==> src/adc_ctrl_pkg.sv <==
package adc_ctrl_pkg;

   // register byte offsets
   localparam logic [3:0] ctrl_off  = 4'h0;
   localparam logic [3:0] stat_off  = 4'h4;
   localparam logic [3:0] ista_off  = 4'h8;
   localparam logic [3:0] imask_off = 4'hc;

   // control word field positions
   localparam int on_pos      = 15;
   localparam int idle_pos    = 13;
   localparam int bufmode_pos = 12;
   localparam int dma_pos     = 11;
   localparam int res_pos     = 10;
   localparam int fmt_pos     = 8;
   localparam int trig_pos    = 4;
   localparam int auto_sample_enable_pos    = 2;
   localparam int sample_enable_pos    = 1;
   localparam int done_pos    = 0;

   localparam logic [15:0] ctrl_reset = 16'h0000;
   localparam logic [15:0] ctrl_wmask = 16'hbffe;

   // trigger source codes
   localparam logic [3:0] trig_manual   = 4'h0;
   localparam logic [3:0] trig_int0     = 4'h1;
   localparam logic [3:0] trig_timer3   = 4'h2;
   localparam logic [3:0] trig_timer5   = 4'h3;
   localparam logic [3:0] trig_charge_time_unit_trigger     = 4'h4;
   localparam logic [3:0] trig_timer1   = 4'h5;
   localparam logic [3:0] trig_unimpl   = 4'h6;
   localparam logic [3:0] trig_autoconv = 4'h7;

   // interrupt status bits
   localparam int irq_done_pos = 0;
   localparam int irq_err_pos  = 1;
   localparam logic [1:0] irq_reset = 2'h0;

   // timing counts in cycles of sys_clk
   localparam logic [7:0] auto_sample_cycles = 8'h1f;
   localparam logic [4:0] conv10_cycles      = 5'h0c;
   localparam logic [4:0] conv12_cycles      = 5'h0e;

   localparam logic [1:0] resp_okay   = 2'h0;
   localparam logic [1:0] resp_slverr = 2'h2;

   typedef struct packed {
      logic       converter_on;
      logic       idle_halt_select;
      logic       extended_buffer_mode_select;
      logic       extended_dma_enable;
      logic       resolution_select;
      logic [1:0] result_format;
      logic [3:0] trigger_source_select;
      logic       auto_sample_enable;
   } ctrl_fields_t;

   typedef struct packed {
      logic timer_one_trigger;
      logic timer_five_trigger;
      logic charge_time_unit_trigger;
      logic timer_three_trigger;
      logic ext_int_trigger;
   } trig_in_t;

   typedef enum logic [2:0] {
      st_idle   = 3'b001,
      st_sample = 3'b010,
      st_conv   = 3'b100
   } conv_state_t;

endpackage

==> src/adc_primary_control.sv <==
`timescale 1ns/1ps
module adc_primary_control
   import adc_ctrl_pkg::*;
(
   // clock and reset
   input  wire logic        sys_clk,
   input  wire logic        rst_n,
   // axi4-lite write address
   input  wire logic [3:0]  s_axi_awaddr,
   input  wire logic        s_axi_awvalid,
   output logic             s_axi_awready,
   // axi4-lite write data
   input  wire logic [31:0] s_axi_wdata,
   input  wire logic [3:0]  s_axi_wstrb,
   input  wire logic        s_axi_wvalid,
   output logic             s_axi_wready,
   // axi4-lite write response
   output logic [1:0]       s_axi_bresp,
   output logic             s_axi_bvalid,
   input  wire logic        s_axi_bready,
   // axi4-lite read address
   input  wire logic [3:0]  s_axi_araddr,
   input  wire logic        s_axi_arvalid,
   output logic             s_axi_arready,
   // axi4-lite read data
   output logic [31:0]      s_axi_rdata,
   output logic [1:0]       s_axi_rresp,
   output logic             s_axi_rvalid,
   input  wire logic        s_axi_rready,
   // trigger pins
   input  wire trig_in_t    trig_raw,
   // converter core controls
   output logic             sample_hold,
   output logic             conv_start,
   output logic             res12_mode,
   output logic             ext_dma_on,
   output logic             ext_buf_mode,
   output logic             scan_enable_bad,
   // interrupt
   output logic             irq
);

   ctrl_fields_t ctrl_reg;
   ctrl_fields_t ctrl_next;
   conv_state_t  state_reg;
   conv_state_t  state_next;
   logic         sample_enable_reg;
   logic         sample_enable_next;
   logic         done_reg;
   logic         done_next;
   logic [7:0]   scnt_reg;
   logic [7:0]   scnt_next;
   logic [4:0]   ccnt_reg;
   logic [4:0]   ccnt_next;
   logic [1:0]   ista_reg;
   logic [1:0]   ista_next;
   logic [1:0]   imask_reg;
   logic [1:0]   imask_next;
   logic [3:0]   awaddr_reg;
   logic         aw_held_reg;
   logic [31:0]  wdata_reg;
   logic [3:0]   wstrb_reg;
   logic         w_held_reg;
   logic         bvalid_reg;
   logic [1:0]   bresp_reg;
   logic         rvalid_reg;
   logic [31:0]  rdata_reg;
   logic [1:0]   rresp_reg;
   logic         conv_start_reg;
   trig_in_t     trig_pulse;

   adc_trigger_sync u_sync (
      .sys_clk    (sys_clk),
      .rst_n      (rst_n),
      .trig_raw   (trig_raw),
      .trig_pulse (trig_pulse)
   );

   function automatic logic hit(input logic [3:0] a, input logic [3:0] off);
      hit = (a[3:2] == off[3:2]);
   endfunction

   // write channel capture; either order of address and data is accepted
   wire do_write   = aw_held_reg && w_held_reg && !bvalid_reg;
   wire wr_ctrl    = do_write && hit(awaddr_reg, ctrl_off);
   wire wr_ista    = do_write && hit(awaddr_reg, ista_off);
   wire wr_imask   = do_write && hit(awaddr_reg, imask_off);
   wire wr_stat    = do_write && hit(awaddr_reg, stat_off);
   wire wr_mapped  = wr_ctrl || wr_ista || wr_imask || wr_stat;
   wire [15:0] wr_bits = {wstrb_reg[1] ? wdata_reg[15:8] : 8'h00,
                          wstrb_reg[0] ? wdata_reg[7:0] : 8'h00};
   wire [15:0] wr_lane = {{8{wstrb_reg[1]}}, {8{wstrb_reg[0]}}};

   assign s_axi_awready = !aw_held_reg;
   assign s_axi_wready  = !w_held_reg;
   assign s_axi_arready = !rvalid_reg;
   assign s_axi_bvalid  = bvalid_reg;
   assign s_axi_bresp   = bresp_reg;
   assign s_axi_rvalid  = rvalid_reg;
   assign s_axi_rdata   = rdata_reg;
   assign s_axi_rresp   = rresp_reg;

   // control word as software sees it
   wire [15:0] ctrl_word = {ctrl_reg.converter_on, 1'b0, ctrl_reg.idle_halt_select,
                            ctrl_reg.extended_buffer_mode_select,
                            ctrl_reg.extended_dma_enable, ctrl_reg.resolution_select,
                            ctrl_reg.result_format, ctrl_reg.trigger_source_select,
                            1'b0, ctrl_reg.auto_sample_enable, sample_enable_reg, done_reg};
   wire [15:0] ctrl_new  = (ctrl_word & ~wr_lane) | (wr_bits & wr_lane & ctrl_wmask);

   always_comb begin
      ctrl_next = ctrl_reg;
      if (wr_ctrl) begin
         ctrl_next.converter_on                = ctrl_new[on_pos];
         ctrl_next.idle_halt_select            = ctrl_new[idle_pos];
         ctrl_next.extended_buffer_mode_select = ctrl_new[bufmode_pos];
         ctrl_next.extended_dma_enable         = ctrl_new[dma_pos];
         ctrl_next.resolution_select           = ctrl_new[res_pos];
         ctrl_next.result_format               = ctrl_new[fmt_pos +: 2];
         ctrl_next.trigger_source_select       = ctrl_new[trig_pos +: 4];
         ctrl_next.auto_sample_enable          = ctrl_new[auto_sample_enable_pos];
      end
   end

   // core steering outputs
   assign ext_dma_on      = ctrl_reg.extended_dma_enable;
   assign ext_buf_mode    = ctrl_reg.extended_dma_enable &&
                            ctrl_reg.extended_buffer_mode_select;
   assign res12_mode      = ctrl_reg.resolution_select;
   assign sample_hold     = sample_enable_reg;
   assign conv_start      = conv_start_reg;
   // auto-convert is not allowed with auto-scan; flagged for the scan logic
   assign scan_enable_bad = (ctrl_reg.trigger_source_select == trig_autoconv);

   // trigger selection
   wire [3:0] tsel = ctrl_reg.trigger_source_select;
   wire sw_sample_enable_wr = wr_ctrl && wstrb_reg[0];
   wire sw_end     = sw_sample_enable_wr && !wdata_reg[sample_enable_pos];
   wire sw_start   = sw_sample_enable_wr && wdata_reg[sample_enable_pos];
   logic end_sample;
   always_comb begin
      case (tsel)
         trig_manual:   end_sample = sw_end;
         trig_int0:     end_sample = trig_pulse.ext_int_trigger;
         trig_timer3:   end_sample = trig_pulse.timer_three_trigger;
         trig_timer5:   end_sample = trig_pulse.timer_five_trigger;
         trig_charge_time_unit_trigger:     end_sample = trig_pulse.charge_time_unit_trigger;
         trig_timer1:   end_sample = trig_pulse.timer_one_trigger;
         trig_autoconv: end_sample = (scnt_reg == auto_sample_cycles);
         default:       end_sample = 1'b0;
      endcase
   end
   // unimplemented codes never end sampling; that is the error event
   wire bad_code = (tsel == trig_unimpl) || (tsel > trig_autoconv);

   wire [4:0] conv_len = ctrl_reg.resolution_select ? conv12_cycles : conv10_cycles;
   wire conv_done  = (state_reg == st_conv) && (ccnt_reg == conv_len);
   wire clear_done = wr_ctrl && wstrb_reg[0] && !wdata_reg[done_pos];

   // conversion sequencer
   always_comb begin
      state_next = state_reg;
      sample_enable_next  = sample_enable_reg;
      done_next  = done_reg;
      scnt_next  = scnt_reg;
      ccnt_next  = ccnt_reg;
      if (clear_done) begin
         done_next = 1'b0;
      end
      case (state_reg)
         st_idle: begin
            if (ctrl_reg.converter_on && sw_start) begin
               state_next = st_sample;
               sample_enable_next  = 1'b1;
               done_next  = 1'b0;
               scnt_next  = 8'h00;
            end
         end
         st_sample: begin
            scnt_next = scnt_reg + 8'h01;
            if (!ctrl_reg.converter_on) begin
               state_next = st_idle;
               sample_enable_next  = 1'b0;
            end else if (end_sample) begin
               state_next = st_conv;
               sample_enable_next  = 1'b0;
               ccnt_next  = 5'h00;
            end
         end
         st_conv: begin
            ccnt_next = ccnt_reg + 5'h01;
            if (!ctrl_reg.converter_on) begin
               state_next = st_idle;
            end else if (conv_done) begin
               done_next = 1'b1;
               if (ctrl_reg.auto_sample_enable) begin
                  state_next = st_sample;
                  sample_enable_next  = 1'b1;
                  scnt_next  = 8'h00;
               end else begin
                  state_next = st_idle;
               end
            end
         end
         default: begin
            state_next = st_idle;
            sample_enable_next  = 1'b0;
         end
      endcase
   end

   // interrupts: set wins over write-one-to-clear
   wire [1:0] ev = {(state_reg == st_sample) && bad_code, conv_done};
   wire [1:0] w1c = wr_ista ? wdata_reg[1:0] & {2{wstrb_reg[0]}} : 2'h0;
   assign ista_next  = (ista_reg & ~w1c) | ev;
   assign imask_next = (wr_imask && wstrb_reg[0]) ? wdata_reg[1:0] : imask_reg;
   assign irq        = |(ista_reg & imask_reg);

   // read decode
   wire [3:0] ra = s_axi_araddr;
   wire rd_ok = hit(ra, ctrl_off) || hit(ra, stat_off) || hit(ra, ista_off) ||
                hit(ra, imask_off);
   wire [31:0] rd_val = hit(ra, ctrl_off)  ? {16'h0000, ctrl_word} :
                        hit(ra, stat_off)  ? {29'h0, state_reg} :
                        hit(ra, ista_off)  ? {30'h0, ista_reg} :
                        hit(ra, imask_off) ? {30'h0, imask_reg} : 32'h0;

   always_ff @(posedge sys_clk or negedge rst_n) begin
      if (!rst_n) begin
         ctrl_reg       <= ctrl_fields_t'(12'h000);
         state_reg      <= st_idle;
         sample_enable_reg       <= ctrl_reset[sample_enable_pos];
         done_reg       <= ctrl_reset[done_pos];
         scnt_reg       <= 8'h00;
         ccnt_reg       <= 5'h00;
         ista_reg       <= irq_reset;
         imask_reg      <= irq_reset;
         conv_start_reg <= 1'b0;
      end else begin
         ctrl_reg       <= ctrl_next;
         state_reg      <= state_next;
         sample_enable_reg       <= sample_enable_next;
         done_reg       <= done_next;
         scnt_reg       <= scnt_next;
         ccnt_reg       <= ccnt_next;
         ista_reg       <= ista_next;
         imask_reg      <= imask_next;
         conv_start_reg <= (state_reg == st_sample) && (state_next == st_conv);
      end
   end

   always_ff @(posedge sys_clk or negedge rst_n) begin
      if (!rst_n) begin
         aw_held_reg <= 1'b0;
         w_held_reg  <= 1'b0;
         awaddr_reg  <= 4'h0;
         wdata_reg   <= 32'h0;
         wstrb_reg   <= 4'h0;
         bvalid_reg  <= 1'b0;
         bresp_reg   <= resp_okay;
      end else begin
         if (s_axi_awvalid && !aw_held_reg) begin
            aw_held_reg <= 1'b1;
            awaddr_reg  <= s_axi_awaddr;
         end
         if (s_axi_wvalid && !w_held_reg) begin
            w_held_reg <= 1'b1;
            wdata_reg  <= s_axi_wdata;
            wstrb_reg  <= s_axi_wstrb;
         end
         if (do_write) begin
            bvalid_reg <= 1'b1;
            bresp_reg  <= wr_mapped ? resp_okay : resp_slverr;
         end else if (bvalid_reg && s_axi_bready) begin
            bvalid_reg  <= 1'b0;
            aw_held_reg <= 1'b0;
            w_held_reg  <= 1'b0;
         end
      end
   end

   always_ff @(posedge sys_clk or negedge rst_n) begin
      if (!rst_n) begin
         rvalid_reg <= 1'b0;
         rdata_reg  <= 32'h0;
         rresp_reg  <= resp_okay;
      end else if (s_axi_arvalid && !rvalid_reg) begin
         rvalid_reg <= 1'b1;
         rdata_reg  <= rd_val;
         rresp_reg  <= rd_ok ? resp_okay : resp_slverr;
      end else if (rvalid_reg && s_axi_rready) begin
         rvalid_reg <= 1'b0;
      end
   end

endmodule

==> src/adc_trigger_sync.sv <==
`timescale 1ns/1ps
module adc_trigger_sync
   import adc_ctrl_pkg::*;
(
   // clock and reset
   input  wire logic     sys_clk,
   input  wire logic     rst_n,
   // raw trigger pins
   input  wire trig_in_t trig_raw,
   // one-cycle rising-edge pulses
   output trig_in_t      trig_pulse
);

   logic [4:0] s1_reg;
   logic [4:0] s2_reg;
   logic [4:0] s3_reg;
   logic [4:0] level_reg;
   logic [4:0] level_next;
   logic [4:0] rise;

   // a change counts once stages two and three agree
   assign level_next = (s2_reg == s3_reg) ? s3_reg : level_reg;
   assign rise       = level_next & ~level_reg;

   always_ff @(posedge sys_clk or negedge rst_n) begin
      if (!rst_n) begin
         s1_reg     <= 5'h00;
         s2_reg     <= 5'h00;
         s3_reg     <= 5'h00;
         level_reg  <= 5'h00;
         trig_pulse <= '0;
      end else begin
         s1_reg     <= trig_raw;
         s2_reg     <= s1_reg;
         s3_reg     <= s2_reg;
         level_reg  <= level_next;
         trig_pulse <= rise;
      end
   end

endmodule

==> config.mk <==
export PLATFORM = sky130hd
export DESIGN_NAME = adc_primary_control
export DESIGN_NICKNAME = d
export VERILOG_FILES = /design/src/adc_ctrl_pkg.sv /design/src/adc_primary_control.sv /design/src/adc_trigger_sync.sv
export SDC_FILE = /design/constraint.sdc
export NUM_CORES = 1
export LEC_CHECK = 0
export ABC_AREA = 1
export ABC_CLOCK_PERIOD_IN_PS = 1590
export BUFFER_PORTS_ARGS = -buffer_cell sky130_fd_sc_hd__buf_4
export CAP_MARGIN = 10
export CELL_PAD_IN_SITES_DETAIL_PLACEMENT = 0
export CELL_PAD_IN_SITES_GLOBAL_PLACEMENT = 1
export CORE_MARGIN = 4
export CORE_UTILIZATION = 36
export CTS_CLUSTER_DIAMETER = 30
export DETAILED_ROUTE_END_ITERATION = 8
export GPL_ROUTABILITY_DRIVEN = 0
export PLACE_DENSITY_LB_ADDON = 0.08
export SKIP_CTS_REPAIR_TIMING = 1
export SYNTH_ARGS = -nofsm -noshare
export SYNTH_HDL_FRONTEND = slang
export SYNTH_HIERARCHICAL = 1
export SYNTH_SLANG_ARGS = --single-unit
==> constraint.sdc <==
create_clock -name sys_clk -period 1.59 [get_ports sys_clk]
set_clock_uncertainty 0.05 [all_clocks]
set_input_delay 0.318 -clock sys_clk [delete_from_list [all_inputs] [get_ports sys_clk]]
set_output_delay 0.318 -clock sys_clk [all_outputs]
set_load 0.01 [all_outputs]
==> parameters.txt <==
Parameter                              Value

Status
  Run status ... completed

Routing
  Router iterations before antenna repair ... 4
  Vias per cell ... roughly 4.5
  Top metal layer carrying routed signals ... met4
  Metal-1 WL ... about 4800 microns
  Routed met2 length ... roughly 4300 microns
  Remaining design rule violation count ... 0
  Vias ... 3252
  Average detailed-routed wire length per instance ... 13.2 microns
  Post-DRT Antenna Nets ... 0
  Wire length on met3 ... ~370 microns
  Aggregate routed wire length ... 9550 microns
  First-iteration detailed-routing DRC count ... 130

Setup path
  Arr. time, crit path ... approximately 1.7 ns
  Worst-path maximum fanout ... 8
  Crit start category ... register
  Category of the most critical setup path ... reg2reg
  Endpoint required time on the critical path ... 1.77 ns
  Category of the worst setup path capture point ... register

GRT
  Number of antenna violations at the first check in global routing ... 0
  Number of global-route vias before repair ... 3217
  Global router's overall resource usage ... 15.2%
  Pin count of the biggest net entering global routing ... 39
  First-pass GRT wire length ... about 16000 microns
  Total congestion overflow after global routing ... 0

Timing
  Period Utilization, post-route ... 97.5%
  Fin crit period ... 1.55 ns
  Setup-failing EPs final ... 0
  Count of final max-slew check failures ... 0
  Final hold vios ... 0
  Unrepaired setup endpoints after global routing ... yes
  Maximum clock rate ... 0.645 GHz
  Worst Hold Margin ... ~0.024 ns
  Post-route setup slack ... 0.0392 ns

Synthesis
  Yosys reg bits ... between 90 and 100
  Warnings, synthesis ... 6
  Cell count after synthesis ... around 480
  Top_reg_cell synth ... sky130_fd_sc_hd__dfrtp_1
  Adder and majority gate portion of the synthesized area ... 0.585%
  Async set-reset flop share out of synthesis ... 100%
  Fraction of synthesized area in multiplexers ... 1.32%
  Library cells used by synthesis ... 33
  Xor and xnor area share after synthesis ... 0.820%
  Area of the mapped netlist ... 4270 sq um
  Post-synth EDFFs ... 0
  Post-Synth Simple-Gate Area ... 21.9%
  Largest family of logic cells by synthesized area ... simple AND/OR/NAND/NOR gates
  Sequential share of the synthesized area ... 57.4%
  Share of the synthesized area in compound gates (AO/OA/AOI/OAI) ... about 8.1%
  Average cell area after synthesis ... 8.92 sq um

Pwr
  Switching power summed over all nets ... around 0.0026 W
  Leak Pwr ... 2.81 nW
  Relative contribution of the clock network to total power ... 25.6%
  Cell Int Power ... 0.00517 W
  Sequential power share ... 45.8%
  Areal power density over the cells ... between 1000 and 1500 nW/um^2
  Fraction of power spent switching nets ... 33.6%
  Proportion of power drawn by combinational gates ... about 29%
  VDD IR max ... 680 uV

Clocking
  Post-CTS clock slew at the launch and capture registers of the worst setup and hold paths ... 0.07 ns
  Clk buf depth ... 2
  Source-to-sink clock delay at the later pin of the worst-skew pair ... 0.34 ns
  Clock Sink Count ... 98
  # H-tree levels ... 3
  Master cell of the clock root buffer ... sky130_fd_sc_hd__clkbuf_16
  Clock tree from TritonCTS ... done
  Number of buffers added by the clock tree synthesis step ... 9

Floorplan
  Area enclosed by the die boundary ... 13700 sq um
  Starting utilization of the core area ... 37.1%
  Io pins ... 104
  Vertical die dimension ... roughly 120 microns
  Standard-cell row count ... 39
  Die extent in x ... approximately 120 microns
  Area of the core ... roughly 12000 sq um

Placed design
  Post-detailed-placement half-perimeter wirelength ... 6990 microns
  Quantity of I/O buffers inserted on ports ... 59
  Placed cells ... between 700 and 800
  Pre-CTS setup slack ... -0.0479 ns
  Instance area after placement ... 5040 sq um

Final layout
  Area growth syn-to-layout ... 27.0%
  Number of standard cells in the final layout excluding fillers ... ~730
  Total area of multi-input combinational cells ... around 1500 sq um
  Commonest non-fill, non-tap cells in the layout ... sky130_fd_sc_hd__nand2_1 (114), sky130_fd_sc_hd__dfrtp_1 (95), sky130_fd_sc_hd__buf_4 (95), sky130_fd_sc_hd__inv_1 (58), sky130_fd_sc_hd__nor2_1 (35)
  ANT cells ... 0
  Commonest non-fill, non-tap cell in the layout ... sky130_fd_sc_hd__nand2_1
  Fraction of layout cells with a size suffix above 1 ... 26.5%
  Sequential Area ... 2460 sq um
  Final instance area ... 5430 sq um
  Nets ... 636
  Layout filler cell count ... ~1200

Job
  Max-cap violation count ... 0

Hold path
  Class of the worst hold path ... in2reg
## cells in the mapped netlist (5+ instances only)
| cell type | n | area (sq um) |
|---|---|---|
| sky130_fd_sc_hd__nand2_1 | 118 | 443 |
| sky130_fd_sc_hd__dfrtp_1 | 97 | 2430 |
| sky130_fd_sc_hd__inv_1 | 60 | 225 |
| sky130_fd_sc_hd__nor2_1 | 40 | 150 |
| sky130_fd_sc_hd__o21ai_0 | 38 | 190 |
| sky130_fd_sc_hd__nand3_1 | 23 | 115 |
| sky130_fd_sc_hd__buf_4 | 20 | 150 |
| sky130_fd_sc_hd__a21oi_1 | 18 | 90.1 |
| sky130_fd_sc_hd__nand4_1 | 10 | 62.6 |
| sky130_fd_sc_hd__clkbuf_1 | 5 | 18.8 |
| sky130_fd_sc_hd__mux2_2 | 5 | 56.3 |
| sky130_fd_sc_hd__o22ai_1 | 5 | 31.3 |
| sky130_fd_sc_hd__or2_2 | 5 | 31.3 |
## metrics by stage
step                      utilization (%)  power (W)  TNS (ns)
after floorplan                         -    0.00471         0
after CTS                            46.1    0.00773    -0.599
after global placement               43.7    0.00562    -0.278
final                                47.2    0.00779         0
after detailed placement             43.7    0.00568    -0.344
after global routing                 47.2    0.00836    -0.686
## final timing paths
path / startpoint / endpoint / slack [ns] / cells after the start
worst max-delay path: awaddr_reg[2] / scnt_reg[7] / 0.04 / 8
worst min-delay path: trig_raw[2] / u_sync/s1_reg[2] / 0.02 / 1
worst max register to register: awaddr_reg[2] / scnt_reg[7] / 0.04 / 8
worst min register to register: u_sync/s1_reg[2] / u_sync/s2_reg[2] / 0.30 / 0
max in group asynchronous: rst_n / scnt_reg[3] / 0.49 / 3
min in group asynchronous: rst_n / awaddr_reg[3] / 0.41 / 2
## layer usage
layer  vias to the layer above  GRT usage, %
li1                       1677             -
met1                      1510          21.1
met2                        56          22.7
met3                         9          4.22
met4                         0          5.73
met5                         -             0
## cells by family after synthesis
kind of cell,Yosys count
simple gates,212
flops,98
buf+inv,91
compound gates,66
mux,5
xor+xnor,4
fa+ha+maj,2
other cells,1
## worst max-delay path: stages (launching register included)
cell and delay [ns]:
sky130_fd_sc_hd__dfrtp_1 0.41, sky130_fd_sc_hd__nor2_4 0.16, sky130_fd_sc_hd__nand3_4 0.13, sky130_fd_sc_hd__nor2_4 0.10, sky130_fd_sc_hd__nand2_2 0.06, sky130_fd_sc_hd__nand2_2 0.09
sky130_fd_sc_hd__nand3_4 0.09, sky130_fd_sc_hd__nor2_4 0.24, sky130_fd_sc_hd__o21ai_0 0.11
## power by group through the flow
stage,registers (W),logic (W),clock network [W]
2_1_floorplan,0.00354,0.00117,0
3_3_place_gp,0.00355,0.00208,0
3_5_place_dp,0.00357,0.00211,0
4_1_cts,0.00353,0.00212,0.00208
5_1_grt,0.00365,0.00254,0.00218
6_report,0.00357,0.00223,0.00200
## cell type report
cell class	instances	area share, %
Sequential cell	98	45.2
Multi-Input combinational cell	309	28.5
Timing Repair Buffer	97	13.7
Inverter	63	4.35
Clock buffer	9	4.15
Tap cell	143	3.29
Clock inverter	6	0.806
Power figures use the tool's default switching activity.
